--- config.mk ---
export PLATFORM = sky130hd
export DESIGN_NAME = acdp_top
export DESIGN_NICKNAME = d
export VERILOG_FILES = /design/src/rtl/acdp_pkg.sv /design/src/rtl/acdp_top.sv /design/src/rtl/acdp_data_pointer.sv /design/src/rtl/acdp_nvm.sv
export SDC_FILE = /design/constraint.sdc
export NUM_CORES = 1
export LEC_CHECK = 0
export ABC_CLOCK_PERIOD_IN_PS = 11250
export BUFFER_PORTS_ARGS = -buffer_cell sky130_fd_sc_hd__buf_2
export CORE_ASPECT_RATIO = 1.75
export CORE_UTILIZATION = 55
export DETAILED_ROUTE_END_ITERATION = 10
export PLACE_DENSITY = 0.79
export SYNTH_ARGS = -nofsm -noshare
export SYNTH_HDL_FRONTEND = slang
export SYNTH_SLANG_ARGS = --single-unit
--- constraint.sdc ---
create_clock -name pclk -period 11.25 [get_ports pclk]
set_clock_uncertainty 0.2 [all_clocks]
set_input_delay 0.5625 -clock pclk [delete_from_list [all_inputs] [get_ports pclk]]
set_output_delay 0.5625 -clock pclk [all_outputs]
set_load 0.005 [all_outputs]
--- src/rtl/acdp_pkg.sv ---
// Shared constants of the auxiliary control and dual pointer block
package acdp_pkg;
  // ==========================================================
  // Register offsets (byte addresses on the register bus)
  localparam logic [7:0] ACDP_AUX_OFF = 8'h00;
  localparam logic [7:0] ACDP_PLO_OFF = 8'h04;
  localparam logic [7:0] ACDP_PHI_OFF = 8'h08;
  localparam logic [7:0] ACDP_CMD_OFF = 8'h0C;
  localparam logic [7:0] ACDP_PTR_OFF = 8'h10;
  localparam logic [7:0] ACDP_RES_OFF = 8'h14;
  localparam logic [7:0] ACDP_STAT_OFF = 8'h18;
  // ==========================================================
  // Auxiliary control register fields and reset values
  localparam int ACDP_SEL_BIT = 0;
  localparam int ACDP_RSV_BIT = 1;
  localparam int ACDP_ZERO_BIT = 2;
  localparam int ACDP_TRIG_BIT = 3;
  localparam logic [7:0] ACDP_AUX_RESET = 8'h00;
  localparam logic [15:0] ACDP_RESTART_ADDR = 16'h0000;
  // ==========================================================
  // Pointer command codes
  localparam logic [2:0] ACDP_OP_INC = 3'h1;
  localparam logic [2:0] ACDP_OP_LOAD = 3'h2;
  localparam logic [2:0] ACDP_OP_CODE = 3'h3;
  localparam logic [2:0] ACDP_OP_DREAD = 3'h4;
  localparam logic [2:0] ACDP_OP_DWRITE = 3'h5;
  localparam logic [2:0] ACDP_OP_JUMP = 3'h6;
  // ==========================================================
  // Nonvolatile map
  localparam logic [15:0] ACDP_SIG0_ADDR = 16'hFC30;
  localparam logic [15:0] ACDP_SIG1_ADDR = 16'hFC31;
  localparam logic [15:0] ACDP_SIG2_ADDR = 16'hFC60;
  localparam logic [15:0] ACDP_CUST_FIRST = 16'hFCE0;
  localparam logic [15:0] ACDP_CUST_LAST = 16'hFCFF;
  localparam logic [15:0] ACDP_CFG0_ADDR = 16'hFD00;
  localparam logic [15:0] ACDP_CFG1_ADDR = 16'hFD01;
  localparam logic [7:0] ACDP_ERASED = 8'hFF;
  // ==========================================================
  // Serial programming
  localparam logic [7:0] ACDP_PCMD_WRITE = 8'h01;
  localparam logic [7:0] ACDP_PCMD_READ = 8'h02;
  localparam logic [4:0] ACDP_FRAME_LAST = 5'h1F;
  localparam logic [4:0] ACDP_BYTE_LAST = 5'h07;
endpackage

--- src/rtl/acdp_top.sv ---
// Auxiliary control register with dual data pointers and nonvolatile map
// How it works
// - Writing the control register with bit 3 set clears the select bit, reserved bit, both pointers, result and jump target, and restarts at address 0000.
// - Two pointers exist, bit 0 selects one and the other stays hidden until bit 0 changes.
// - Increment, indirect jump, 16-bit load, code read and data read all use the selected pointer only; data writes change nothing.
// - Reads and writes of the pointer low and high bytes reach the selected pointer.
// - Bit 2 of the control register reads zero and ignores writes.
// - Data moves through the pointer return the configuration bytes at their addresses.
// - The three signature bytes are returned by code reads at FC30h, FC31h and FC60h.
// - The customer area FCE0h to FCFFh is returned by code reads and programmed like program memory.
// - The customer area is served only as data through code reads, never as instructions.
// - In programming mode commands, addresses and data move serially over two pins.
// - The customer area is programmed in the same session as program memory and configuration bytes.
//
// Decided for this implementation: the APB slave port and the placing of the registers.
`timescale 1ns/10ps
module acdp_top
  import acdp_pkg::*;
#(
  parameter logic [7:0] SIG0 = 8'h11, // Arbitrary value
  parameter logic [7:0] SIG1 = 8'h22, // Arbitrary value
  parameter logic [7:0] SIG2 = 8'h33  // Arbitrary value
)
(
  // Clock and reset
  input wire logic pclk,
  input wire logic presetn,
  // APB slave
  input wire logic psel,
  input wire logic penable,
  input wire logic pwrite,
  input wire logic [7:0] paddr,
  input wire logic [31:0] pwdata,
  output logic [31:0] prdata,
  output logic pready,
  output logic pslverr,
  // Core reset request
  output logic soft_reset,
  output logic [15:0] restart_addr,
  // Serial programming pins
  input wire logic prog_mode,
  input wire logic prog_clk,
  input wire logic prog_din,
  output logic prog_dout,
  output logic prog_doe,
  // Main program memory write
  output logic main_wr,
  output logic [15:0] main_addr,
  output logic [7:0] main_data
);
  typedef enum logic [2:0] {
    PG_IDLE = 3'b001,
    PG_SHIFT = 3'b010,
    PG_SEND = 3'b100
  } acdp_pg_e;

  logic pready_q, pslverr_q, soft_reset_q, sel_q, rsv_q, clk_d_q, dout_q, doe_q, main_wr_q;
  logic [31:0] prdata_q;
  logic [15:0] restart_q, jump_q, main_addr_q;
  logic [7:0] result_q, trig_cnt_q, out_q, main_data_q;
  logic [2:0] sync1_q, sync2_q;
  acdp_pg_e pg_q;
  logic [4:0] cnt_q;
  logic [30:0] shreg_q;

  logic acc_first, acc_done, wr_done, addr_hit, trig_req, cmd_wr, mode_s, rise, frame_done, prog_we, prog_hit;
  logic [2:0] op;
  logic [7:0] acc_a, cpu_byte, prog_byte;
  logic [15:0] act_ptr, cpu_addr;
  logic [31:0] rd_d, frame_w;

  // ==========================================================
  // Bus phases and decode
  assign acc_first = psel & penable & ~pready_q;
  assign acc_done = psel & penable & pready_q;
  assign wr_done = acc_done & pwrite;
  assign addr_hit = paddr[1:0] == 2'b00 && paddr <= ACDP_STAT_OFF; // Seven aligned words from offset zero
  assign trig_req = wr_done & paddr == ACDP_AUX_OFF & pwdata[ACDP_TRIG_BIT];
  assign cmd_wr = wr_done & paddr == ACDP_CMD_OFF & ~trig_req;
  assign op = pwdata[2:0];
  assign acc_a = pwdata[15:8];

  // Pointer address for code reads is pointer plus offset
  assign cpu_addr = op == ACDP_OP_CODE ? act_ptr + {8'h00, acc_a} : act_ptr;

  // ==========================================================
  // Pointer bank
  acdp_ptr_bank u_ptrs (
    .clk(pclk),
    .rst_n(presetn),
    .soft_clr(trig_req),
    .sel(sel_q),
    .op_inc(cmd_wr & op == ACDP_OP_INC),
    .op_load(cmd_wr & op == ACDP_OP_LOAD),
    .load_val(pwdata[31:16]),
    .wr_lo(wr_done & paddr == ACDP_PLO_OFF),
    .wr_hi(wr_done & paddr == ACDP_PHI_OFF),
    .wr_byte(pwdata[7:0]),
    .act_ptr(act_ptr)
  );

  // Nonvolatile map
  acdp_nvm #(
    .SIG0(SIG0),
    .SIG1(SIG1),
    .SIG2(SIG2)
  ) u_nvm (
    .clk(pclk),
    .rst_n(presetn),
    .cpu_addr(cpu_addr),
    .cpu_code(op == ACDP_OP_CODE),
    .cpu_byte(cpu_byte),
    .prog_addr(frame_w[23:8]),
    .prog_we(prog_we),
    .prog_wdata(frame_w[7:0]),
    .prog_byte(prog_byte),
    .prog_hit(prog_hit)
  );

  // ==========================================================
  // Read data mux
  always_comb
  begin
    rd_d = 32'h0000_0000;
    case (paddr)
      ACDP_AUX_OFF: rd_d = {30'h0000_0000, rsv_q, sel_q};
      ACDP_PLO_OFF: rd_d = {24'h00_0000, act_ptr[7:0]};
      ACDP_PHI_OFF: rd_d = {24'h00_0000, act_ptr[15:8]};
      ACDP_PTR_OFF: rd_d = {16'h0000, act_ptr};
      ACDP_RES_OFF: rd_d = {jump_q, 8'h00, result_q};
      ACDP_STAT_OFF: rd_d = {16'h0000, trig_cnt_q, 7'h00, mode_s};
      default: rd_d = 32'h0000_0000;
    endcase
  end

  // Bus answer: one wait state, then completion
  always_ff @(posedge pclk or negedge presetn)
  begin
    if (!presetn)
    begin
      pready_q <= 1'b0;
      prdata_q <= 32'h0000_0000;
      pslverr_q <= 1'b0;
    end
    else
    begin
      pready_q <= acc_first;
      prdata_q <= acc_first && !pwrite ? rd_d : 32'h0000_0000;
      pslverr_q <= acc_first & ~addr_hit;
    end
  end

  // ==========================================================
  // Control register: select and reserved bit; trigger never stored
  always_ff @(posedge pclk or negedge presetn)
  begin
    if (!presetn)
    begin
      sel_q <= ACDP_AUX_RESET[ACDP_SEL_BIT];
      rsv_q <= ACDP_AUX_RESET[ACDP_RSV_BIT];
    end
    else if (trig_req)
    begin
      sel_q <= ACDP_AUX_RESET[ACDP_SEL_BIT];
      rsv_q <= ACDP_AUX_RESET[ACDP_RSV_BIT];
    end
    else if (wr_done && paddr == ACDP_AUX_OFF)
    begin
      sel_q <= pwdata[ACDP_SEL_BIT];
      rsv_q <= pwdata[ACDP_RSV_BIT];
    end
  end

  // Soft reset pulse, restart address and count
  always_ff @(posedge pclk or negedge presetn)
  begin
    if (!presetn)
    begin
      soft_reset_q <= 1'b0;
      restart_q <= ACDP_RESTART_ADDR;
      trig_cnt_q <= 8'h00;
    end
    else
    begin
      soft_reset_q <= trig_req;
      restart_q <= ACDP_RESTART_ADDR;
      trig_cnt_q <= trig_cnt_q + {7'h00, trig_req};
    end
  end

  // ==========================================================
  // Pointer command results: code read, data read, jump target
  always_ff @(posedge pclk or negedge presetn)
  begin
    if (!presetn)
    begin
      result_q <= 8'h00;
      jump_q <= 16'h0000;
    end
    else if (trig_req)
    begin
      result_q <= 8'h00;
      jump_q <= 16'h0000;
    end
    else if (cmd_wr)
    begin
      case (op)
        ACDP_OP_CODE: result_q <= cpu_byte;
        ACDP_OP_DREAD: result_q <= cpu_byte;
        ACDP_OP_JUMP: jump_q <= act_ptr + {8'h00, acc_a};
        default: result_q <= result_q; // Data writes have no bus to reach
      endcase
    end
  end

  // ==========================================================
  // Pin synchronisers: mode, clock, data
  always_ff @(posedge pclk or negedge presetn)
  begin
    if (!presetn)
    begin
      sync1_q <= 3'h0;
      sync2_q <= 3'h0;
      clk_d_q <= 1'b0;
    end
    else
    begin
      sync1_q <= {prog_din, prog_clk, prog_mode};
      sync2_q <= sync1_q;
      clk_d_q <= sync2_q[1];
    end
  end

  assign mode_s = sync2_q[0];
  assign rise = sync2_q[1] & ~clk_d_q;
  assign frame_w = {shreg_q, sync2_q[2]};
  assign frame_done = mode_s && pg_q == PG_SHIFT && rise && cnt_q == ACDP_FRAME_LAST;
  assign prog_we = frame_done & frame_w[31:24] == ACDP_PCMD_WRITE & prog_hit;

  // ==========================================================
  // Serial programming engine over clock and data pins
  always_ff @(posedge pclk or negedge presetn)
  begin
    if (!presetn)
    begin
      pg_q <= PG_IDLE;
      cnt_q <= 5'h00;
      shreg_q <= 31'h0000_0000;
      out_q <= 8'h00;
      dout_q <= 1'b0;
      doe_q <= 1'b0;
    end
    else if (!mode_s)
    begin
      pg_q <= PG_IDLE;
      cnt_q <= 5'h00;
      doe_q <= 1'b0;
    end
    else
    begin
      case (pg_q)
        PG_IDLE:
        begin
          pg_q <= PG_SHIFT;
          cnt_q <= 5'h00;
        end
        PG_SHIFT:
        begin
          if (rise)
          begin
            shreg_q <= frame_w[30:0];
            cnt_q <= cnt_q + 5'h01;
            if (frame_done && frame_w[31:24] == ACDP_PCMD_READ)
            begin
              pg_q <= PG_SEND;
              cnt_q <= 5'h00;
              out_q <= prog_byte;
              dout_q <= prog_byte[7];
              doe_q <= 1'b1;
            end
          end
        end
        PG_SEND:
        begin
          if (rise)
          begin
            out_q <= {out_q[6:0], 1'b0};
            dout_q <= out_q[6];
            cnt_q <= cnt_q + 5'h01;
            if (cnt_q == ACDP_BYTE_LAST)
            begin
              pg_q <= PG_SHIFT;
              cnt_q <= 5'h00;
              doe_q <= 1'b0;
            end
          end
        end
        default: pg_q <= PG_IDLE;
      endcase
    end
  end

  // Program memory writes leave as one-cycle strobes
  always_ff @(posedge pclk or negedge presetn)
  begin
    if (!presetn)
    begin
      main_wr_q <= 1'b0;
      main_addr_q <= 16'h0000;
      main_data_q <= 8'h00;
    end
    else
    begin
      main_wr_q <= frame_done & frame_w[31:24] == ACDP_PCMD_WRITE & ~prog_hit;
      if (frame_done)
      begin
        main_addr_q <= frame_w[23:8];
        main_data_q <= frame_w[7:0];
      end
    end
  end

  // ==========================================================
  // Outputs
  assign prdata = prdata_q;
  assign pready = pready_q;
  assign pslverr = pslverr_q;
  assign soft_reset = soft_reset_q;
  assign restart_addr = restart_q;
  assign prog_dout = dout_q;
  assign prog_doe = doe_q;
  assign main_wr = main_wr_q;
  assign main_addr = main_addr_q;
  assign main_data = main_data_q;
endmodule

--- src/rtl/acdp_data_pointer.sv ---
// Two data pointers, only the selected one visible
`timescale 1ns/10ps
module acdp_ptr_bank
  import acdp_pkg::*;
(
  // Clock and reset
  input wire logic clk,
  input wire logic rst_n,
  // Control
  input wire logic soft_clr,
  input wire logic sel,
  input wire logic op_inc,
  input wire logic op_load,
  input wire logic [15:0] load_val,
  input wire logic wr_lo,
  input wire logic wr_hi,
  input wire logic [7:0] wr_byte,
  // Selected pointer
  output logic [15:0] act_ptr
);
  logic [15:0] ptr_q [2];

  // ==========================================================
  // One register per pointer; only the selected one changes, except that soft clear zeroes both
  for (genvar i = 0; i < 2; i++)
  begin : g_ptr
    always_ff @(posedge clk or negedge rst_n)
    begin
      if (!rst_n)
        ptr_q[i] <= 16'h0000;
      else if (soft_clr)
        ptr_q[i] <= 16'h0000;
      else if (sel == i[0])
      begin
        if (op_load)
          ptr_q[i] <= load_val;
        else if (op_inc)
          ptr_q[i] <= ptr_q[i] + 16'h0001;
        else if (wr_lo)
          ptr_q[i][7:0] <= wr_byte;
        else if (wr_hi)
          ptr_q[i][15:8] <= wr_byte;
      end
    end
  end

  // Inactive pointer never reaches the outside
  assign act_ptr = sel ? ptr_q[1] : ptr_q[0];
endmodule

--- src/rtl/acdp_nvm.sv ---
// Signature bytes, customer area and configuration bytes
`timescale 1ns/10ps
module acdp_nvm
  import acdp_pkg::*;
#(
  parameter logic [7:0] SIG0 = 8'h11, // Arbitrary value
  parameter logic [7:0] SIG1 = 8'h22, // Arbitrary value
  parameter logic [7:0] SIG2 = 8'h33  // Arbitrary value
)
(
  // Clock and reset
  input wire logic clk,
  input wire logic rst_n,
  // Processor read port
  input wire logic [15:0] cpu_addr,
  input wire logic cpu_code,
  output logic [7:0] cpu_byte,
  // Programming port
  input wire logic [15:0] prog_addr,
  input wire logic prog_we,
  input wire logic [7:0] prog_wdata,
  output logic [7:0] prog_byte,
  output logic prog_hit
);
  logic [7:0] cust_q [32];
  logic [7:0] cfg_q [2];

  // ==========================================================
  // Code-space lookup: signatures and customer area only
  function automatic logic [7:0] code_look(input logic [15:0] a, input logic [7:0] c);
    logic [7:0] v;
    v = ACDP_ERASED;
    if (a == ACDP_SIG0_ADDR)
      v = SIG0;
    else if (a == ACDP_SIG1_ADDR)
      v = SIG1;
    else if (a == ACDP_SIG2_ADDR)
      v = SIG2;
    else if (a >= ACDP_CUST_FIRST && a <= ACDP_CUST_LAST)
      v = c;
    return v;
  endfunction

  // Data-space lookup: configuration bytes only
  function automatic logic [7:0] data_look(input logic [15:0] a);
    logic [7:0] v;
    v = ACDP_ERASED;
    if (a == ACDP_CFG0_ADDR)
      v = cfg_q[0];
    else if (a == ACDP_CFG1_ADDR)
      v = cfg_q[1];
    return v;
  endfunction

  // ==========================================================
  // Processor and programmer reads
  always_comb
  begin
    if (cpu_code)
      cpu_byte = code_look(cpu_addr, cust_q[cpu_addr[4:0]]);
    else
      cpu_byte = data_look(cpu_addr);
    prog_hit = (prog_addr >= ACDP_CUST_FIRST && prog_addr <= ACDP_CUST_LAST) ||
               prog_addr == ACDP_CFG0_ADDR || prog_addr == ACDP_CFG1_ADDR;
    if (prog_addr == ACDP_CFG0_ADDR || prog_addr == ACDP_CFG1_ADDR)
      prog_byte = data_look(prog_addr);
    else
      prog_byte = code_look(prog_addr, cust_q[prog_addr[4:0]]);
  end

  // ==========================================================
  // Writes come from the programmer only, erased value at reset
  always_ff @(posedge clk or negedge rst_n)
  begin
    if (!rst_n)
    begin
      for (int i = 0; i < 32; i++)
        cust_q[i] <= ACDP_ERASED;
      cfg_q[0] <= ACDP_ERASED;
      cfg_q[1] <= ACDP_ERASED;
    end
    else if (prog_we)
    begin
      if (prog_addr == ACDP_CFG0_ADDR)
        cfg_q[0] <= prog_wdata;
      else if (prog_addr == ACDP_CFG1_ADDR)
        cfg_q[1] <= prog_wdata;
      else if (prog_addr >= ACDP_CUST_FIRST && prog_addr <= ACDP_CUST_LAST)
        cust_q[prog_addr[4:0]] <= prog_wdata;
    end
  end
endmodule

* Word-level counts from Yosys, hierarchy flattened
Cells that the tools add are included.
** Storage, ports and cells
- Register bits after elaboration :: 453
- Logic and storage cells :: 250
** Operators by class
- Add/subtract/negate cells :: 5
- Magnitude comparators :: 8
- Equal/unequal tests :: 39
- Multiplexer cells :: 74
- Bitwise operators :: 26
- Reductions and logical operators :: 39
** Operator list (count)
- bitwise mux 256 bit :: 1
- two-way mux 16 bit :: 13
- two-way mux 8 bit :: 25
- case mux 32 bit (6 select lines) :: 1
- equality test 16 bit, second input constant :: 10
- binary-select mux 8 bit (select 5 bit) :: 2
- demux 8 bit (select 5 bit) :: 1
- adder 16 x 1 -> 16 bit, second input constant :: 2
- >= comparator 16 bit, second input constant :: 2
- <= comparator 16 bit, second input constant :: 2
- two-way mux 32 bit :: 1
- two-way mux 5 bit :: 5
- equality test 8 x 5 -> 1 bit, second input constant :: 3
- two-way mux 7 bit :: 3
- AND 1 bit :: 17
- adder 16 x 8 -> 16 bit :: 1
- equality test 8 x 4 -> 1 bit, second input constant :: 2
- two-way mux 3 bit :: 5
- case mux 5 bit (3 select lines) :: 1
- AND reduction 3 bit :: 5
- case mux 7 bit (2 select lines) :: 1
- >= comparator 6 bit, second input constant :: 2
- two-way mux 1 bit :: 12
- NOT 5 -> 6 bit :: 2
- 33 further kinds :: 72

* Logic depth before layout (Yosys ltp)
Gate-level depths: netlist of run 1.
- Word-level depth :: 15
- Gate-level depth with buffers :: 18
- Gate-level depth less buffers :: 13

* Cells and area by module
From an unflattened synthesis of run 1, not the netlist that was laid out.
** Unflattened totals
- Cells, all modules :: 1979
- Area, all modules :: 24742.5 um^2
** By module, submodules not included
- acdp_nvm :: instances 1, cells an instance 1055, area each 15253.4 um^2, seq. area each 7146.9 um^2
- acdp_top :: instances 1, cells an instance 603, area each 6942.9 um^2, seq. area each 3729.8 um^2
- acdp_ptr_bank :: instances 1, cells an instance 321, area each 2546.2 um^2, seq. area each 800.8 um^2

* Least setup slack after synthesis of run 1
Ideal clock, no wire load.
- Path kind :: reg-to-reg
- Start :: register sel_q
- End :: register result_q[2]
- Setup time :: 124 ps
- Data arrival time :: 4062 ps
- Required time :: 10926 ps
- Setup slack :: 6864 ps
- Stages on the path, launching flop included :: 17
- Buffers on the path :: 3
- Period minus slack after synthesis :: 4386 ps
- Cell sequence :: dfrtp_1 > buf_6 > buf_8 > mux2i_2 > inv_1 > ha_1 > fa_1 > a211oi_2 > o211ai_2 > and2_1 > a211oi_1 > a41oi_1 > or3_1 > buf_2 > o311ai_4 > a21oi_1 > a211o_1
** Between the ends
- Word-level cells in the longest chain between the ends :: 15
- Elaborated cells between the ends (all ways) :: 25
- Those cells by class :: add/sub: 1; order compare: 2; eq/ne: 5; mux: 15; bitwise: 1; reduce/logical: 1
** RTL lines
- start, declared :: line acdp_top.sv:57 : logic pready_q, pslverr_q, soft_reset_q, sel_q, rsv_q, clk_d_q, dout_q, doe_q, main_wr_q;
- start signal, assigned :: line acdp_top.sv:159 : sel_q <= ACDP_AUX_RESET[ACDP_SEL_BIT];
- start signal, assigned :: line acdp_top.sv:164 : sel_q <= ACDP_AUX_RESET[ACDP_SEL_BIT];
- start signal, assigned :: line acdp_top.sv:169 : sel_q <= pwdata[ACDP_SEL_BIT];
- two-way mux 16 bit * :: line acdp_data_pointer.sv:48 : assign act_ptr = sel ? ptr_q[1] : ptr_q[0];
- adder 16 x 8 -> 16 bit :: line acdp_top.sv:84 : assign cpu_addr = op == ACDP_OP_CODE ? act_ptr + {8'h00, acc_a} : act_ptr;
- two-way mux 16 bit * :: line acdp_top.sv:84
- NOT 5 -> 6 bit (implied by the code) :: line acdp_nvm.sv:60 : cpu_byte = code_look(cpu_addr, cust_q[cpu_addr[4:0]]);
- binary-select mux 8 bit (select 5 bit) :: line acdp_nvm.sv:60
- two-way mux 8 bit (implied by the code) (2 in series) :: line acdp_nvm.sv:60
- two-way mux 8 bit :: line acdp_nvm.sv:39 : else if (a >= ACDP_CUST_FIRST && a <= ACDP_CUST_LAST)
- two-way mux 8 bit :: line acdp_nvm.sv:37 : else if (a == ACDP_SIG2_ADDR)
- two-way mux 8 bit :: line acdp_nvm.sv:35 : else if (a == ACDP_SIG1_ADDR)
- two-way mux 8 bit :: line acdp_nvm.sv:33 : if (a == ACDP_SIG0_ADDR)
- two-way mux 8 bit * :: line acdp_nvm.sv:59 : if (cpu_code)
- two-way mux 8 bit * :: line acdp_top.sv:207 : case (op)
- two-way mux 8 bit * :: line acdp_top.sv:205 : else if (cmd_wr)
- two-way mux 8 bit * :: line acdp_top.sv:200 : else if (trig_req)
- end signal, assigned :: line acdp_top.sv:208 : ACDP_OP_CODE: result_q <= cpu_byte;
- end signal, assigned :: line acdp_top.sv:209 : ACDP_OP_DREAD: result_q <= cpu_byte;
- end signal, assigned :: line acdp_top.sv:211 : default: result_q <= result_q;
- end, declared :: line acdp_top.sv:60 : logic [7:0] result_q, trig_cnt_q, out_q, main_data_q;
Mark *: on every way between the ends. The rest lies on a longest branch, timed or not. The select of a mux whose other input is x is not followed.
A chain may end at the register's enable or synchronous reset.

* Worst setup path in the final report of run 1
- Start :: register sel_q
- End :: register result_q[5]
Same word-level chain as after synthesis.

==> results of run 1 <==
## report_power, final
part | switching [mW] | leakage [nW] | internal [mW] | total [mW]
Clock | 0.638 | 0.663 | 0.810 | 1.45
Sequential | 0.0182 | 5.29 | 1.64 | 1.66
Combinational | 0.104 | 5.20 | 0.0403 | 0.144
## placed cells by master (no fill, tap or decap), types with 25 or more instances in the layout
cell type / netlist / routed
a21oi_1: 73 / 73
a22oi_1: 27 / 27
a31oi_1: 26 / 26
and3_1: 35 / 35
buf_2: 20 / 108
buf_4: 22 / 35
clkbuf_16: 0 / 42
dfrtp_1: 180 / 178
dfstp_2: 273 / 273
mux2_2: 358 / 358
mux2i_1: 26 / 25
mux4_2: 100 / 100
nand2_1: 187 / 187
nand3_1: 52 / 52
nor2_1: 96 / 96
nor2_2: 25 / 25
o21ai_0: 55 / 55
xnor2_1: 30 / 30
## timing repair
item                       4_1_cts  5_1_grt
setup endpoints to repair        0        0
hold buffers                     4        0
hold endpoints to repair        40        0
buffers inserted                 0        0
## routing by layer
metal  wire length, um  vias to the layer above
li1                  -                     7706
met1             24100                     9119
met4              6780                        2
met3              4190                      284
met2             37600                      890
met5                16                        -
## per-stage QoR
stage	setup slack, ns	power [mW]	hold WS (ns)
after floorplan	6.86	1.75	0.0669
after global placement	5.94	1.82	0.134
after detailed placement	5.85	1.82	0.137
after CTS	5.82	3.27	0.0869
after global routing	5.42	3.35	0.143
final	5.56	3.25	0.108
## state kept, by name, summed over array words and instances (netlist names), 3 cells and up
| register | cells |
|---|---|
| result_q | 8 |
| main_addr | 16 |
| cnt_q | 5 |
| u_nvm.cfg_q | 16 |
| shreg_q | 31 |
| u_nvm.cust_q | 256 |
| trig_cnt_q | 8 |
| sync2_q | 3 |
| jump_q | 16 |
| main_data | 8 |
| prdata | 32 |
| pg_q | 3 |
| u_ptrs.ptr_q | 32 |
| sync1_q | 3 |
| out_q | 7 |
## logic make-up after synthesis
kind of cell    count (synthesis)  share of synthesized area
simple gates                  538                      0.109
flops                         453                      0.472
other cells                     1                   0.000152
xor+xnor                       43                     0.0152
fa+ha+maj                      15                    0.00789
mux                           489                      0.268
buf+inv                       173                     0.0339
compound gates                342                     0.0942
## tightest hold or removal path: stages
cell	delay [ns]
buf_2	0.11
nand2_1	0.10
nor2_1	0.05
## final cells by class
| class | instances | area [um2] | area share |
|---|---|---|---|
| Sequential cell | 453 | 11700 | 0.432 |
| Multi-Input combinational cell | 1443 | 12300 | 0.455 |
| Tap cell | 572 | 716 | 0.0265 |
| Timing Repair Buffer | 148 | 858 | 0.0318 |
| Inverter | 18 | 67.6 | 0.00250 |
| Clock inverter | 19 | 211 | 0.00783 |
| Antenna cell | 1 | 2.50 | 0.0000926 |
| Clock buffer | 56 | 1170 | 0.0434 |
## worst max path at each step
stage / end / start / slack (ns) / cells after the start
after detailed placement: result_q[5]$_DFFE_PN0P_ / sel_q$_DFFE_PN0P_ / 5.85 / 14
after global routing: result_q[5]$_DFFE_PN0P_ / sel_q$_DFFE_PN0P_ / 5.42 / 13
after CTS: result_q[5]$_DFFE_PN0P_ / sel_q$_DFFE_PN0P_ / 5.82 / 14
after floorplan: result_q[2]$_DFFE_PN0P_ / sel_q$_DFFE_PN0P_ / 6.86 / 16
final: result_q[5]$_DFFE_PN0P_ / sel_q$_DFFE_PN0P_ / 5.56 / 13
after global placement: result_q[5]$_DFFE_PN0P_ / sel_q$_DFFE_PN0P_ / 5.94 / 14
==> reports/summary.txt, run 1 <==
Placeable Area: 44300 um2
Hold Crit Class: input port to flop
TritonCTS buffer count: 42
main flop type after synthesis: dfstp_2
total wire length: 72700 um
worst endpoint data arrival time: 5.91 ns
CTS sink count: 453
Clk pin slew, worst setup/hold paths: 0.07 ns
Non-Filler Instances: 2710
initial drt markers: 1527
mean post-synth cell area: 12.0 um2
dpl cell area: 25600 um2
post-synthesis sequential element count: 453
clk buf depth: 3
Leakage Power: 11.2 nW
fillers: 3399
clock root buffer: clkbuf_16
initial antenna violation count: 1
Tot GR Track Use: 0.324
placed insts: 2630
IO buf count: 109
Nets: 2169
first-pass detailed-route iteration total: 8
CP peak stage delay: 0.75 ns
r2r startpoint: sel_q$_DFFE_PN0P_
worst-skew pair later-pin latency: 0.57 ns
Max Fclk: 176 MHz
met3 GRT Util: 0.0437
setup TNS: 0 ns
grt ovf: 0
CP Data Required Time: 11.46 ns
fin. max-slew vios: 0
Max Cap Viol: 0
CTS tree: yes
Yosys warning total: 0
Initial Util: 0.559
CP top delay family: multiplexers
fin crit period: 5.69 ns
met2 Use GR: 0.570
Finished Cell Area: 27000 um2
final core utilization: 0.610
Final Hold Vio Count: 0
EDFF count, synth: 0
met1 Resource Use GR: 0.345
Slew headroom: 0.118
Worst VDD drop: 0.112 mV
Final setup viols: 0
first-pass GRT wire length: 111000 um
ranking of synthesized cells by area: dfstp_2 (29%), dfrtp_1 (18%), mux2_2 (16%)
number of global-route vias before repair: 18427
chip width: 162 um
CP max stage cell: a211oi_1
hold path start: penable
die area: 45900 um2
gr busiest metal: met2
period utilization: 0.506
drt wl/cell: 26.8 um
Post-route DRC: 0
Worst Setup Start Kind: flop
die height: 283 um
Distinct cells, synth: 94
outcome: complete, no violations
worst-margin pin slew: 1.32 ns
post-synthesis sequential area ratio: 0.472
Synth async-reset ratio: 1.00
gpl congestion: 0.976
Rows: 102
synthesized area: 24700 um2
worst hold path depth: 3
r2r setup slk: 5.56 ns
post-CTS sizing: 0
Critical Path Most Common Cell: buf_4
RSZ-0062 raised after global routing: no
DR vias: 18001
share of cells above drive strength 1: 0.472
Hold Crit Endpoint: pready$_DFF_PN0_
Ports: 126
synth cell count leaders: mux2_2 (358), dfstp_2 (273), nand2_1 (187), dfrtp_1 (180), mux4_2 (100)
vias per std cell: 6.64
top-count cell post-synth: mux2_2
cells along the critical path: buf_4 > mux2i_2 > inv_1 > ha_1 > fa_1 > mux2_2 > buf_4 > mux4_2 > and2_1 > a211oi_1 > or4_1 > a32o_1 > o21ai_1
path type of the worst setup path: flop to flop
Post-Synthesis Cells: 2054
crit end category: flop
Syn-to-layout area delta: 9.21%
R2R cell count: 13
CTS HTree Levels: 2
post-synth top area share: 0.290
Buf/Inv on CP: 3
ANT nets after route: 0
CP max FO: 62
Worst R2R End: result_q[5]$_DFFE_PN0P_
pin count of the biggest net entering global routing: 94
Detailed Place HPWL: 51400 um
area leader, netlist: dfstp_2
PD cells: 120 nW/um2
(Power assumes the default switching activity.)
==> inputs of run 2 (changes only) <==
--- a/config.mk
+++ b/config.mk
@@ -5,12 +5,12 @@
 export SDC_FILE = /design/constraint.sdc
 export NUM_CORES = 1
 export LEC_CHECK = 0
-export ABC_CLOCK_PERIOD_IN_PS = 11250
+export ABC_CLOCK_PERIOD_IN_PS = 4800
 export BUFFER_PORTS_ARGS = -buffer_cell sky130_fd_sc_hd__buf_2
 export CORE_ASPECT_RATIO = 1.75
 export CORE_UTILIZATION = 55
 export DETAILED_ROUTE_END_ITERATION = 10
-export PLACE_DENSITY = 0.79
+export PLACE_DENSITY = 0.82
 export SYNTH_ARGS = -nofsm -noshare
 export SYNTH_HDL_FRONTEND = slang
 export SYNTH_SLANG_ARGS = --single-unit
==> constraint.sdc (replaced) <==
create_clock -name pclk -period 4.8 [get_ports pclk]
set_clock_uncertainty 0.2 [all_clocks]
set_input_delay 0.24 -clock pclk [delete_from_list [all_inputs] [get_ports pclk]]
set_output_delay 0.24 -clock pclk [all_outputs]
set_load 0.005 [all_outputs]
==> run 2 against run 1 <==
Net effect: register-to-register slack worse by 5.3 ns; critical endpoint is now result_q[3]$_DFFE_PN0P_; largest power group unchanged; routed wire length is 5.6% higher; largest cell class unchanged; first-iteration DRC count is 7.7% higher; combinational power grew to 2.8 times the previous value.
==> reports/summary.txt, run 2 (synthesis gave the netlist of run 1 again) <==
outcome: complete, no violations
ANT nets after route: 0 (unchanged)
CP max stage cell: nor4_2
number of global-route vias before repair: 18862 (+2.4%)
r2r setup slk: 0.22 ns (-5.34 ns)
Ports: 126 (unchanged)
Hold Crit Class: input port to flop
DR vias: 18398 (+2.2%)
Pwr Total: 7.87 mW (+140%)
Hold Crit Endpoint: result_q[5]$_DFFE_PN0P_
chip width: 162 um (unchanged)
total wire length: 76800 um (+5.6%)
Post-route DRC: 0 (unchanged)
fillers: 3321 (-2.3%)
setup TNS: 0 ns (unchanged)
fin crit period: 4.58 ns (-1.11 ns)
clk buf depth: 3 (unchanged)
CP max FO: 9 (-85%)
PD cells: 284 nW/um2 (+140%)
Worst R2R End: result_q[3]$_DFFE_PN0P_
TritonCTS buffer count: 42 (unchanged)
Worst Setup Start Kind: flop
CTS tree: yes
initial drt markers: 1644 (+7.7%)
multi-input logic area: 12300 um2 (+0.11%)
cells along the critical path: buf_4 > mux2_2 > ha_1 > nand3_1 > nor4_2 > o21ai_1 > xnor2_1 > a41oi_1 > or3_4 > o311ai_4 > a21oi_1 > a211o_1
Max Fclk: 218 MHz (+24%)
Max Cap Viol: 0 (unchanged)
CP Data Required Time: 5.07 ns (-6.39 ns)
Final WS setup: 0.219 ns (-5.34 ns)
worst-skew pair later-pin latency: 0.59 ns (+0.02 ns)
placed insts: 2660 (+1.1%)
worst endpoint data arrival time: 4.85 ns (-1.06 ns)
Top reg by flops: u_nvm.cust_q
die area: 45900 um2 (unchanged)
Final setup viols: 0 (unchanged)
setup slack at placement: 0.200 ns (-5.65 ns)
Nets: 2224 (+2.5%)
CTS sink count: 453 (unchanged)
pin count of the biggest net entering global routing: 140 (+49%)
Non-Filler Instances: 2767 (+2.1%)
RSZ-0062 raised after global routing: no
Syn-to-layout area delta: 11.9%
CP peak stage delay: 0.51 ns (-0.24 ns)
most frequent cells in the layout: mux2_2 (358), dfstp_2 (273), nand2_1 (187), dfrtp_1 (178), buf_2 (108)
max FFs per register: 256 (unchanged)
worst hold path depth: 4 (+1)
worst-margin pin slew: 1.11 ns (-0.213 ns)
first-pass detailed-route iteration total: 7 (-1)
drt wl/cell: 27.8 um (+3.4%)
Rows: 102 (unchanged)
n_diodes: 0 (-1)
first-pass GRT wire length: 115000 um (+3.8%)
IO buf count: 109 (unchanged)
vias per std cell: 6.65 (+0.10%)
fin. max-slew vios: 0 (unchanged)
Leakage Power: 11.5 nW (+2.9%)
CTS HTree Levels: 2 (unchanged)
period utilization: 0.954 (+0.448)
grt ovf: 0 (unchanged)
Placeable Area: 44300 um2 (unchanged)
initial antenna violation count: 2 (+1)
die height: 283 um (unchanged)
r2r startpoint: sel_q$_DFFE_PN0P_
Clk pin slew, worst setup/hold paths: 0.07 ns (about the same)
Initial Util: 0.559 (unchanged)
Detailed Place HPWL: 55300 um (+7.5%)
Final Hold Vio Count: 0 (unchanged)
Worst VDD drop: 0.319 mV (+190%)
R2R cell count: 12 (-1)
gpl congestion: 1.00 (+2.5%)
crit end category: flop
Tot GR Track Use: 0.340 (+0.0155)
clock root buffer: clkbuf_16
Slew headroom: 0.256 (+0.139)
commonest non-fill, non-tap cell in the layout: mux2_2
hold path start: pwdata[8]
path type of the worst setup path: flop to flop
share of cells above drive strength 1: 0.474 (+0.00210)
register area: 11700 um2 (unchanged)
==> run 2: how the worst max path moves through the flow <==
stage,startpoint,depth (start not counted),slack (ns),endpoint
2_1_floorplan,sel_q$_DFFE_PN0P_,16,0.41,result_q[2]$_DFFE_PN0P_
3_3_place_gp,sel_q$_DFFE_PN0P_,12,0.32,result_q[7]$_DFFE_PN0P_
3_5_place_dp,sel_q$_DFFE_PN0P_,12,0.20,result_q[3]$_DFFE_PN0P_
4_1_cts,sel_q$_DFFE_PN0P_,12,0.17,result_q[3]$_DFFE_PN0P_
5_1_grt,u_ptrs.ptr_q[0]$_DFFE_PN0P_,13,0.04,result_q[3]$_DFFE_PN0P_
6_report,sel_q$_DFFE_PN0P_,12,0.22,result_q[3]$_DFFE_PN0P_
==> run 2: through the flow <==
| step | instance area (um2) | hold WS [ns] | utilization |
|---|---|---|---|
| final | 27700 | 0.0289 | 0.625 |
| after CTS | 27700 | 0.000840 | 0.625 |
| after floorplan | 24800 | -0.256 | - |
| after global placement | 25900 | 0.134 | 0.585 |
| after detailed placement | 25900 | 0.137 | 0.585 |
| after global routing | 27700 | 0.0368 | 0.625 |
==> run 2: area by class of cell <==
class | instances | area share
Clock buffer | 58 | 0.0430
Clock inverter | 20 | 0.0104
Inverter | 18 | 0.00244
Multi-Input combinational cell | 1443 | 0.445
Sequential cell | 453 | 0.422
Tap cell | 572 | 0.0259
Timing Repair Buffer | 203 | 0.0513
==> run 2: what timing repair did <==
item | 4_1_cts | 5_1_grt
setup buffers | 0 | 0
endpoints found under the hold margin | 129 | 0
endpoints found under the setup margin | 0 | 6
gates resized for setup | 0 | 3
hold buffers | 29 | 0
==> run 2: worst max-delay path: cells and delay by family (launching register included) <==
kind,cells,cell delay [ns]
flops,1,0.38
buf+inv,1,0.20
compound gates,5,1.16
mux,1,0.41
xor+xnor,1,0.49
fa+ha+maj,1,0.44
simple gates,3,1.18
==> run 2: report_power, final <==
part,total (mW),internal [mW],leakage (nW),switching (mW)
logic,0.404,0.120,5.49,0.284
clock network,3.61,2.04,0.695,1.57
registers,3.86,3.84,5.29,0.0149
total,7.87,6.00,11.5,1.87
==> run 2: metal layers <==
| metal | wire length, um | track usage |
|---|---|---|
| met1 | 25000 | 0.347 |
| met5 | 12 | 0 |
| met2 | 39900 | 0.600 |
| met4 | 7500 | 0.291 |
| met3 | 4370 | 0.0548 |
